===== src/cgps_params.svh =====
// Offsets, reset values and timing counts of the channel group power sequencer.
// Assumes a 20 MHz pclk and a byte-addressed APB with 32-bit words.
`ifndef CGPS_PARAMS_SVH
`define CGPS_PARAMS_SVH

`define CGPS_OFF_CTRL     8'h00
`define CGPS_OFF_PINSEL   8'h04
`define CGPS_OFF_OVR      8'h08
`define CGPS_OFF_STATUS   8'h0c
`define CGPS_OFF_SUPPLY   8'h10
`define CGPS_OFF_CFG0     8'h20
`define CGPS_OFF_RAMP0    8'h30
`define CGPS_OFF_TGT0     8'h40
`define CGPS_OFF_MEAS0    8'h50

`define CGPS_CTRL_RST     32'h0000_0000
`define CGPS_PINSEL_RST   32'h0000_0000
`define CGPS_CFG_RST      32'h0000_0000
`define CGPS_RAMP_RST     16'h0000
`define CGPS_TGT_RST      14'h0000

`define CGPS_PCLK_PERIOD_NS 50
`define CGPS_TICK_NS        1000000
`define CGPS_TICK_CYCLES    (`CGPS_TICK_NS / `CGPS_PCLK_PERIOD_NS)

// Readback weights: vout 15/30/60 mV, fet drop 1.25/2.5 mV, vcc 200 mV, temp 5 C
// Target step: 2.5/5/10 mV by target range; stop threshold 600 mV (comparator input)
`endif


===== src/cgps_pkg.sv =====
// Types shared by the channel group power sequencer.
// Assumes cgps_params.svh for numeric constants.
package cgps_pkg;
  typedef enum logic [1:0] {CGPS_GRP_NONE, CGPS_GRP_0, CGPS_GRP_1, CGPS_GRP_2} cgps_grp_t;

  typedef struct packed {
    logic [7:0] start_timeout;
    logic [7:0] stop_delay;
    logic [7:0] start_delay;
    logic       wait_stop;
    logic       power_good_wait_option;
    logic [1:0] stop_order;
    logic [1:0] start_order;
    cgps_grp_t  group;
  } cgps_cfg_t;

  typedef struct packed {
    logic [7:0] down_rate;
    logic [7:0] up_rate;
  } cgps_ramp_t;

  typedef struct packed {
    logic [1:0]  range;
    logic [11:0] code;
  } cgps_tgt_t;

  typedef struct packed {
    logic [11:0] vout;
    logic [11:0] fet_drop;
  } cgps_meas_t;

  typedef enum {SQ_OFF, SQ_UP_DLY, SQ_UP_WAIT, SQ_ON, SQ_DN_DLY, SQ_DN_WAIT} cgps_seq_t;
endpackage


===== src/cgps_top.sv =====
// Channel group power sequencer: APB registers, group sequencers, clock out.
// Assumes analog stages supply power good, stop-threshold compare and ADC codes.
//
// Overview of operation
// - Clock out pin carries pclk/8 or pclk/4
// - Ungrouped channel follows its selected pin level
// - Host override beats pin control always
// - Ramp rate applied on start and stop
// - Vout readback with target-range weight
// - Fet drop readback with selected range weight
// - Status shows per-channel regulation and fault
// - Target writes accepted only in PWM mode
// - Channel in one group or none
// - Group zero follows enable after config load
// - Groups one, two follow pin or host
// - Start-up proceeds by order position
// - Power-good wait holds next start position
// - Start delay 0-255 ms per position
// - Shut-down proceeds by stop order position
// - Stop-threshold wait holds next stop position
// - Stop delay 0-255 ms per position
// - Vcc and temperature readback
// - Auto reboot after config programming done
// - Reduced variant drops channels one and two
// - Start-up timeout flags fault and event
`timescale 1ns/1ps
`include "cgps_params.svh"

module cgps_top
  import cgps_pkg::*;
#(
  parameter int TICK_CYCLES = `CGPS_TICK_CYCLES
) (
  // APB
  input  wire logic                   pclk,
  input  wire logic                   presetn,
  input  wire logic [7:0]             paddr,
  input  wire logic                   psel,
  input  wire logic                   penable,
  input  wire logic                   pwrite,
  input  wire logic [31:0]            pwdata,
  output logic      [31:0]            prdata,
  output logic                        pready,
  output logic                        pslverr,
  // Control pins and straps
  input  wire logic                   chip_enable,
  input  wire logic                   cfg_loaded,
  input  wire logic                   variant_no_ext,
  input  wire logic [4:0]             ctl_pin_in,
  // Analog status
  input  wire logic [3:0]             pwm_mode,
  input  wire logic [3:0]             power_good_flag,
  input  wire logic [3:0]             below_stop,
  input  wire cgps_meas_t [3:0]       meas_in,
  input  wire logic [7:0]             vcc_code,
  input  wire logic [7:0]             temp_code,
  // Channel drive
  output logic      [3:0]             ch_run,
  output cgps_ramp_t [3:0]            ch_ramp,
  output logic      [3:0]             ch_ramp_down,
  output cgps_tgt_t [3:0]             ch_target,
  // Clock out, events
  output logic                        clock_out_pin,
  output logic                        clock_out_pin_oe,
  output logic                        supply_fault_event,
  output logic                        reboot_req
);

  cgps_cfg_t  cfg_r [4];
  cgps_ramp_t [3:0] ramp_r;
  cgps_tgt_t  [3:0] tgt_r;
  logic [31:0] ctrl_r;
  logic [31:0] pinsel_r;
  logic [15:0] ovr_r;
  logic [3:0]  fault_r;
  logic [31:0] prdata_r;
  logic        pready_r;
  logic        pslverr_r;
  logic        variant_r;
  logic [2:0]  div_r;
  logic        clk_out_r;
  logic        clk_oe_r;
  logic [14:0] tick_cnt_r;
  logic        tick_r;
  cgps_seq_t   seq_r [3];
  logic [1:0]  pos_r [3];
  logic [7:0]  dly_r [3];
  logic [3:0]  seq_on_r [3];
  logic [3:0]  run_r;
  logic [3:0]  down_r;
  logic [7:0]  tmo_r [4];
  logic        event_r;
  logic        reboot_r;
  logic        wr_en;
  logic        acc;
  logic [4:0]  pin_mux;
  logic [2:0]  grp_dem;
  logic [3:0]  ind_dem;
  logic [3:0]  absent;

  // Pick one control pin by a 3-bit selector
  function automatic logic pin_pick(input logic [4:0] pins, input logic [2:0] sel);
    pin_pick = (sel < 3'h5) ? pins[sel] : 1'b0;
  endfunction

  // Channels of group g at start (dn=0) or stop (dn=1) position p
  function automatic logic [3:0] pos_mask(input int g, input logic [1:0] p, input logic dn);
    pos_mask = 4'h0;
    for (int c = 0; c < 4; c++) begin
      if (cfg_r[c].group == cgps_grp_t'(g + 1) && (dn ? cfg_r[c].stop_order : cfg_r[c].start_order) == p) begin
        pos_mask[c] = 1'b1;
      end
    end
  endfunction

  // Longest programmed delay among channels of a mask
  function automatic logic [7:0] mask_dly(input logic [3:0] m, input logic dn);
    mask_dly = 8'h00;
    for (int c = 0; c < 4; c++) begin
      if (m[c] && (dn ? cfg_r[c].stop_delay : cfg_r[c].start_delay) > mask_dly) begin
        mask_dly = dn ? cfg_r[c].stop_delay : cfg_r[c].start_delay;
      end
    end
  endfunction

  assign acc   = psel && penable;
  assign wr_en = acc && pready_r && pwrite;

  // APB answer one cycle into the access phase
  always_ff @(posedge pclk or negedge presetn) begin
    if (!presetn) begin
      pready_r  <= 1'b0;
      pslverr_r <= 1'b0;
      prdata_r  <= 32'h0000_0000;
    end else begin
      pready_r  <= acc && !pready_r;
      pslverr_r <= 1'b0;
      prdata_r  <= 32'h0000_0000;
      if (acc && !pready_r) begin
        unique case (paddr)
          `CGPS_OFF_CTRL:   prdata_r <= ctrl_r;
          `CGPS_OFF_PINSEL: prdata_r <= pinsel_r;
          `CGPS_OFF_OVR:    prdata_r <= {16'h0000, ovr_r};
          `CGPS_OFF_STATUS: prdata_r <= {19'h00000, variant_r, fault_r, run_r, power_good_flag};
          `CGPS_OFF_SUPPLY: prdata_r <= {16'h0000, temp_code, vcc_code};
          default: begin
            if (paddr[7:4] == 4'h2) begin
              prdata_r <= {cfg_r[paddr[3:2]]};
            end else if (paddr[7:4] == 4'h3) begin
              prdata_r <= {16'h0000, ramp_r[paddr[3:2]]};
            end else if (paddr[7:4] == 4'h4) begin
              prdata_r <= {18'h00000, tgt_r[paddr[3:2]]};
            end else if (paddr[7:4] == 4'h5) begin
              // Vout weight follows target range, drop weight follows ctrl bit 3
              prdata_r <= {5'h00, ctrl_r[3], tgt_r[paddr[3:2]].range, meas_in[paddr[3:2]]};
            end else begin
              pslverr_r <= 1'b1;
            end
          end
        endcase
        if (paddr[1:0] != 2'h0) begin
          pslverr_r <= 1'b1;
        end
      end
    end
  end

  // Configuration registers
  always_ff @(posedge pclk or negedge presetn) begin
    if (!presetn) begin
      ctrl_r   <= `CGPS_CTRL_RST;
      pinsel_r <= `CGPS_PINSEL_RST;
      ovr_r    <= 16'h0000;
      for (int c = 0; c < 4; c++) begin
        cfg_r[c]  <= `CGPS_CFG_RST;
        ramp_r[c] <= `CGPS_RAMP_RST;
        tgt_r[c]  <= `CGPS_TGT_RST;
      end
    end else if (wr_en) begin
      if (paddr == `CGPS_OFF_CTRL) begin
        ctrl_r <= {28'h0000000, pwdata[3:0]};
      end
      if (paddr == `CGPS_OFF_PINSEL) begin
        pinsel_r <= {14'h0000, pwdata[17:0]};
      end
      if (paddr == `CGPS_OFF_OVR) begin
        ovr_r <= pwdata[15:0];
      end
      if (paddr[7:4] == 4'h2 && paddr[1:0] == 2'h0) begin
        cfg_r[paddr[3:2]] <= pwdata;
      end
      if (paddr[7:4] == 4'h3 && paddr[1:0] == 2'h0) begin
        ramp_r[paddr[3:2]] <= pwdata[15:0];
      end
      if (paddr[7:4] == 4'h4 && paddr[1:0] == 2'h0 && pwm_mode[paddr[3:2]]) begin
        tgt_r[paddr[3:2]] <= pwdata[13:0];
      end
    end
  end

  // Reduced variant strap registered every cycle after reset release
  always_ff @(posedge pclk or negedge presetn) begin
    if (!presetn) begin
      variant_r <= 1'b0;
    end else begin
      variant_r <= variant_no_ext;
    end
  end
  assign absent = variant_r ? 4'b0011 : 4'b0000;

  // Divided clock out
  always_ff @(posedge pclk or negedge presetn) begin
    if (!presetn) begin
      div_r     <= 3'h0;
      clk_out_r <= 1'b0;
      clk_oe_r  <= 1'b0;
    end else begin
      div_r     <= div_r + 3'h1;
      clk_oe_r  <= ctrl_r[0];
      clk_out_r <= ctrl_r[0] && (ctrl_r[1] ? div_r[1] : div_r[2]);
    end
  end

  // Millisecond tick
  always_ff @(posedge pclk or negedge presetn) begin
    if (!presetn) begin
      tick_cnt_r <= 15'h0000;
      tick_r     <= 1'b0;
    end else begin
      tick_r     <= (tick_cnt_r == 15'(TICK_CYCLES - 1));
      tick_cnt_r <= (tick_cnt_r == 15'(TICK_CYCLES - 1)) ? 15'h0000 : tick_cnt_r + 15'h0001;
    end
  end

  // Demand per group and per ungrouped channel; override wins
  always_comb begin
    for (int i = 0; i < 5; i++) begin
      pin_mux[i] = pin_pick(ctl_pin_in, pinsel_r[3*i +: 3]);
    end
    grp_dem[0] = ovr_r[8]  ? ovr_r[12] : (chip_enable && cfg_loaded);
    grp_dem[1] = ovr_r[9]  ? ovr_r[13] : pin_mux[4];
    grp_dem[2] = ovr_r[10] ? ovr_r[14] : pinsel_r[15] ? pin_pick(ctl_pin_in, {1'b0, pinsel_r[17:16]}) : 1'b0;
    for (int c = 0; c < 4; c++) begin
      ind_dem[c] = ovr_r[c] ? ovr_r[c + 4] : pin_mux[c];
    end
  end

  // One sequencer per group
  always_ff @(posedge pclk or negedge presetn) begin
    if (!presetn) begin
      for (int g = 0; g < 3; g++) begin
        seq_r[g]    <= SQ_OFF;
        pos_r[g]    <= 2'h0;
        dly_r[g]    <= 8'h00;
        seq_on_r[g] <= 4'h0;
      end
    end else begin
      for (int g = 0; g < 3; g++) begin
        unique case (seq_r[g])
          SQ_OFF: begin
            if (grp_dem[g]) begin
              seq_r[g] <= SQ_UP_DLY;
              pos_r[g] <= 2'h0;
              dly_r[g] <= 8'h00;
            end
          end
          SQ_UP_DLY: begin
            if (!grp_dem[g]) begin
              seq_r[g] <= SQ_DN_DLY;
              pos_r[g] <= 2'h0;
              dly_r[g] <= 8'h00;
            end else if (dly_r[g] >= mask_dly(pos_mask(g, pos_r[g], 1'b0), 1'b0)) begin
              seq_on_r[g] <= seq_on_r[g] | pos_mask(g, pos_r[g], 1'b0);
              seq_r[g]    <= SQ_UP_WAIT;
            end else if (tick_r) begin
              dly_r[g] <= dly_r[g] + 8'h01;
            end
          end
          SQ_UP_WAIT: begin
            if (!grp_dem[g]) begin
              seq_r[g] <= SQ_DN_DLY;
              pos_r[g] <= 2'h0;
              dly_r[g] <= 8'h00;
            end else begin
              logic [3:0] need;
              need = pos_mask(g, pos_r[g], 1'b0);
              for (int c = 0; c < 4; c++) begin
                need[c] = need[c] && cfg_r[c].power_good_wait_option;
              end
              if ((need & ~power_good_flag) == 4'h0) begin
                seq_r[g] <= (pos_r[g] == 2'h3) ? SQ_ON : SQ_UP_DLY;
                pos_r[g] <= pos_r[g] + 2'h1;
                dly_r[g] <= 8'h00;
              end
            end
          end
          SQ_ON: begin
            if (!grp_dem[g]) begin
              seq_r[g] <= SQ_DN_DLY;
              pos_r[g] <= 2'h0;
              dly_r[g] <= 8'h00;
            end
          end
          SQ_DN_DLY: begin
            if (dly_r[g] >= mask_dly(pos_mask(g, pos_r[g], 1'b1), 1'b1)) begin
              seq_on_r[g] <= seq_on_r[g] & ~pos_mask(g, pos_r[g], 1'b1);
              seq_r[g]    <= SQ_DN_WAIT;
            end else if (tick_r) begin
              dly_r[g] <= dly_r[g] + 8'h01;
            end
          end
          SQ_DN_WAIT: begin
            logic [3:0] need;
            need = pos_mask(g, pos_r[g], 1'b1);
            for (int c = 0; c < 4; c++) begin
              need[c] = need[c] && cfg_r[c].wait_stop;
            end
            if ((need & ~below_stop) == 4'h0) begin
              seq_r[g] <= (pos_r[g] == 2'h3) ? SQ_OFF : SQ_DN_DLY;
              pos_r[g] <= pos_r[g] + 2'h1;
              dly_r[g] <= 8'h00;
            end
          end
        endcase
      end
    end
  end

  // Channel drive, ramp direction and timeout fault
  always_ff @(posedge pclk or negedge presetn) begin
    if (!presetn) begin
      run_r   <= 4'h0;
      down_r  <= 4'h0;
      fault_r <= 4'h0;
      event_r <= 1'b0;
      for (int c = 0; c < 4; c++) begin
        tmo_r[c] <= 8'h00;
      end
    end else begin
      logic [3:0] hit;
      hit = 4'h0;
      for (int c = 0; c < 4; c++) begin
        logic on;
        on = (cfg_r[c].group == CGPS_GRP_NONE) ? ind_dem[c] : seq_on_r[cfg_r[c].group - 2'h1][c];
        run_r[c]  <= on && !absent[c] && !fault_r[c];
        down_r[c] <= !on;
        if (!run_r[c] || power_good_flag[c]) begin
          tmo_r[c] <= 8'h00;
        end else if (tick_r && tmo_r[c] != 8'hff) begin
          tmo_r[c] <= tmo_r[c] + 8'h01;
        end
        // A zero timeout never fires, even once the counter saturates
        hit[c] = run_r[c] && !power_good_flag[c] && tick_r && cfg_r[c].start_timeout != 8'h00
                 && (tmo_r[c] + 8'h01 == cfg_r[c].start_timeout);
      end
      // New faults win over a clear in the same cycle
      if (wr_en && paddr == `CGPS_OFF_STATUS) begin
        fault_r <= (fault_r & ~pwdata[11:8]) | hit;
      end else begin
        fault_r <= fault_r | hit;
      end
      event_r <= |hit;
    end
  end

  // Reboot request after programming completes
  always_ff @(posedge pclk or negedge presetn) begin
    if (!presetn) begin
      reboot_r <= 1'b0;
    end else begin
      reboot_r <= wr_en && paddr == `CGPS_OFF_CTRL && pwdata[4] && ctrl_r[2];
    end
  end

  assign prdata             = prdata_r;
  assign pready             = pready_r;
  assign pslverr            = pslverr_r;
  assign ch_run             = run_r;
  assign ch_ramp            = ramp_r;
  assign ch_ramp_down       = down_r;
  assign ch_target          = tgt_r;
  assign clock_out_pin      = clk_out_r;
  assign clock_out_pin_oe   = clk_oe_r;
  assign supply_fault_event = event_r;
  assign reboot_req         = reboot_r;

endmodule


===== config.mk =====
export PLATFORM = sky130hd
export DESIGN_NAME = cgps_top
export DESIGN_NICKNAME = d
export VERILOG_FILES = /design/src/cgps_pkg.sv /design/src/cgps_top.sv
export VERILOG_INCLUDE_DIRS = /design/src /design/src/src
export SDC_FILE = /design/constraint.sdc
export NUM_CORES = 1
export LEC_CHECK = 0
export BUFFER_PORTS_ARGS = -buffer_cell sky130_fd_sc_hd__clkbuf_2
export CORE_ASPECT_RATIO = 1.4
export CORE_UTILIZATION = 54
export CTS_CLUSTER_SIZE = 14
export DETAILED_ROUTE_END_ITERATION = 7
export PLACE_DENSITY = 0.82
export SLEW_MARGIN = 5
export SYNTH_ARGS = -nofsm -noshare
export SYNTH_HDL_FRONTEND = slang
export SYNTH_SLANG_ARGS = --single-unit

===== constraint.sdc =====
create_clock -name pclk -period 8.15 [get_ports pclk]
set_clock_uncertainty 0.05 [all_clocks]
set_input_delay 2.0375 -clock pclk [delete_from_list [all_inputs] [get_ports pclk]]
set_output_delay 2.0375 -clock pclk [all_outputs]
set_load 0.05 [all_outputs]

==> flow_summary.toml <==
[outcome]
status = "complete, no violations"

[synth]
yosys.area.top_type_share = 0.3692
syn_area_per_cell_um2 = 10.65
synth_area_um2 = 29760
yosysWarningCount = 0
synth_edf_count = 0
synth_top_area_cell = "dfrtp_1"
synth_ff_type = "dfrtp_1"
synth_cell_types = 93
synth_most_common_cell = "dfrtp_1"
synth-async-reset-ratio = 1.000
synthCells = 2795
ys_seq_area_frac = 0.3692
synth_fp_nets = 3186
synth_area_leaders = "dfrtp_1 (37%), mux2_2 (12%), ha_1 (9.0%)"
synthTopCellsByCount = "dfrtp_1 (439), mux2_2 (311), ha_1 (214)"
synth-seq-cells = 439

[placed_design]
hpwl_mm = 73.22
portBuffers = 342
post_dp_cell_area_um2 = 32490
gp_congestion = 1.000

[floorplanning]
die_w_um = 200.4
die-area_um2 = 56060
start_util = 0.5476
io_pins = 343
fp.dieH_um = 279.8
core_um2 = 54340
num_rows = 101

[worst_setup_path]
rr_endpoint = "dly_r[22]"
max_stage_delay_ns = 0.53
crit_fanout = 7
ff2ff_setup_slack_ns = 0.20
worstPathArrival_ns = 8.45
reg2reg_depth = 34
required_ns = 8.65
cpMostUsedCell = "ha_1"
critical_path.slowest_cell = "or4_4"
start_kind = "flop"
r2r_start = "cfg_r[98]"
critPathTopFamily = "compound AO/OA/AOI/OAI gates"
path_class = "reg -> reg"
crit_path_end_kind = "flop"
cp_num_buf_inv = 5

[pwr]
switching_power_w = 0.001682
power_leakage_nw = 16.32
p_clk_frac = 0.384
p_comb_frac = 0.211
power_frac_seq = 0.405
power.internal_w = 0.003982
p_sw_frac = 0.2970
vdd_ir_drop_max_v = 0.0001945
power.density_nw_per_um2 = 160.9
finalPower_w = 0.005664

[global_routing]
grt_overflow = 0
grt_pass1_wl_mm = 149.0
grt_pass1_vias = 25578
track_usage = 0.3474
grt_max_degree = 162
antenna_found_initial = 6

[clocking]
cts_tree = "yes"
clk_latency_ns = 0.61
h-tree-depth = 2
clock_path_buffers = 3
clkTransAtPathRegs_ns = 0.07
clockRootBuffer = "clkbuf_16"
cts_buffers = 44
clock_sinks = 439

[final_layout]
finish.utilization = 0.6479
fin_area_um2 = 35210
fillers = 4137
syn2layout_area_growth_pct = 18.31
final_nets = 3574
final_layout_size_suffix_gt1_frac = 0.3432

[routing]
antenna_left = 0
vias = 25921
vias_per_cell = 6.579
routed_wl_mm = 100.4
wl_per_cell_um = 25.48
first_pass_iters = 8
drc = 0
first_iter_violations = 2386

[worst_hold_path]
holdPathEnd = "div_r[0]"
hold_class = "reg -> reg"
hp-start = "div_r[0]"
whs_path_depth = 1

[sta]
finalCritPeriodShare = 0.9758
finalHoldViolations = 0
fmax_ghz = 0.1257
fin_crit_ns = 7.953
final_max_slew_viol_count = 0
relSlewSlack = 0.2346
worstMarginPinSlew_ns = 1.144
tns_ns = 0
setup_viol = 0

[flow_run]
maxCapViolations = 0
power groups by stage:
stage | Sequential (W) | Clock [W] | Combinational (W)
finish | 0.00230 | 0.00218 | 0.00119
global route | 0.00230 | 0.00226 | 0.00128
CTS | 0.00228 | 0.00218 | 0.00103
detailed placement | 0.00232 | 0 | 0.00103
global placement | 0.00232 | 0 | 0.00101
floorplan | 0.00229 | 0 | 0.000716
worst reg2reg max path, delay by kind of cell (launching register included):
family	cells	cell delay, ns
flops	1	0.45
fa+ha+maj	4	1.13
xor+xnor	1	0.19
mux	1	0.28
compound gates	14	3.13
buf+inv	5	0.78
simple gates	9	1.91
cells in the final DEF (no fill, tap or decap), types with 13 or more instances in the layout:
| cell type | synthesis | layout |
|---|---|---|
| o21a_1 | 21 | 20 |
| a22oi_1 | 60 | 59 |
| nand2_1 | 193 | 185 |
| a21oi_1 | 138 | 130 |
| nand4_1 | 72 | 72 |
| clkbuf_2 | 0 | 339 |
| mux2_2 | 311 | 311 |
| ha_1 | 214 | 200 |
| nand2b_1 | 38 | 38 |
| nand3_1 | 69 | 69 |
| xor2_1 | 26 | 26 |
| inv_1 | 108 | 107 |
| a211oi_1 | 26 | 17 |
| a21o_1 | 44 | 42 |
| xnor2_1 | 98 | 88 |
| clkbuf_16 | 0 | 45 |
| o211ai_1 | 16 | 16 |
| mux4_2 | 93 | 93 |
| o21ai_0 | 85 | 74 |
| nor2b_1 | 42 | 39 |
| nor4_1 | 15 | 13 |
| and3_1 | 44 | 41 |
| nor3_1 | 38 | 30 |
| and2_1 | 23 | 23 |
| ha_4 | 0 | 14 |
| mux2i_1 | 84 | 67 |
| buf_4 | 4 | 121 |
| nor2_1 | 138 | 133 |
| or3_1 | 32 | 32 |
| dfrtp_1 | 439 | 435 |
metrics by stage:
step	setup WS, ns	hold WS, ns	std cells
floorplan	0.04165	0.3325	2795
global placement	-0.1491	0.3646	3807
detailed placement	-0.2225	0.3736	3807
CTS	0.02377	0.3815	3887
global route	-0.08645	0.4087	3940
finish	0.1974	0.3892	3940
worst max path at each step:
stage / startpoint / slack (ns) / cells past startpoint / end
floorplan: pos_r[1] / 0.04 / 41 / dly_r[3]
global placement: cfg_r[99] / -0.15 / 34 / dly_r[23]
detailed placement: cfg_r[96] / -0.22 / 39 / dly_r[2]
CTS: cfg_r[96] / 0.02 / 38 / seq_on_r[3]
global route: cfg_r[98] / -0.09 / 39 / dly_r[3]
finish: cfg_r[98] / 0.20 / 34 / dly_r[22]
kinds of logic after synthesis:
group	Yosys count	share of synthesized area
compound gates	523	0.1206
xor+xnor	126	0.03759
fa+ha+maj	214	0.08998
buf+inv	244	0.03423
flops	439	0.3692
mux	490	0.2172
simple gates	759	0.1313
layer usage:
metal	global-route usage	up-vias	wire length, um
li1	-	11237	-
met1	0.3862	12636	34420
met2	0.5734	1545	47210
met3	0.06619	501	8610
met4	0.3032	2	10160
met5	0	-	12
timing repair:
action | CTS | global route
hold buffers | 0 | 0
resized for setup | 8 | 145
pin swaps | 2 | 59
gates cloned | 0 | 4
buffers inserted | 3 | 44
endpoints found under the setup margin | 27 | 40
flip-flops by register name, indices dropped and copies added, names as in the netlist, 6 cells and up:
signal / cells
tick_cnt_r: 15
prdata: 32
ch_ramp: 64
tmo_r: 32
dly_r: 24
seq_r: 9
ovr_r: 16
pinsel_r: 18
pos_r: 6
seq_on_r: 12
ch_target: 56
cfg_r: 128
area by class of cell:
class / instances / area (um^2) / share of cell area
flip-flops and latches: 439 / 10990 / 0.3122
repair buffers: 473 / 2776 / 0.07886
diodes: 5 / 12.51 / 0.0003554
clock buffers: 60 / 1262 / 0.03586
well taps: 721 / 902.1 / 0.02562
clock inverters: 17 / 265.3 / 0.007534
multi-input cells: 2116 / 18590 / 0.5280
inverters: 109 / 409.1 / 0.01162
(Power assumes the default switching activity.)
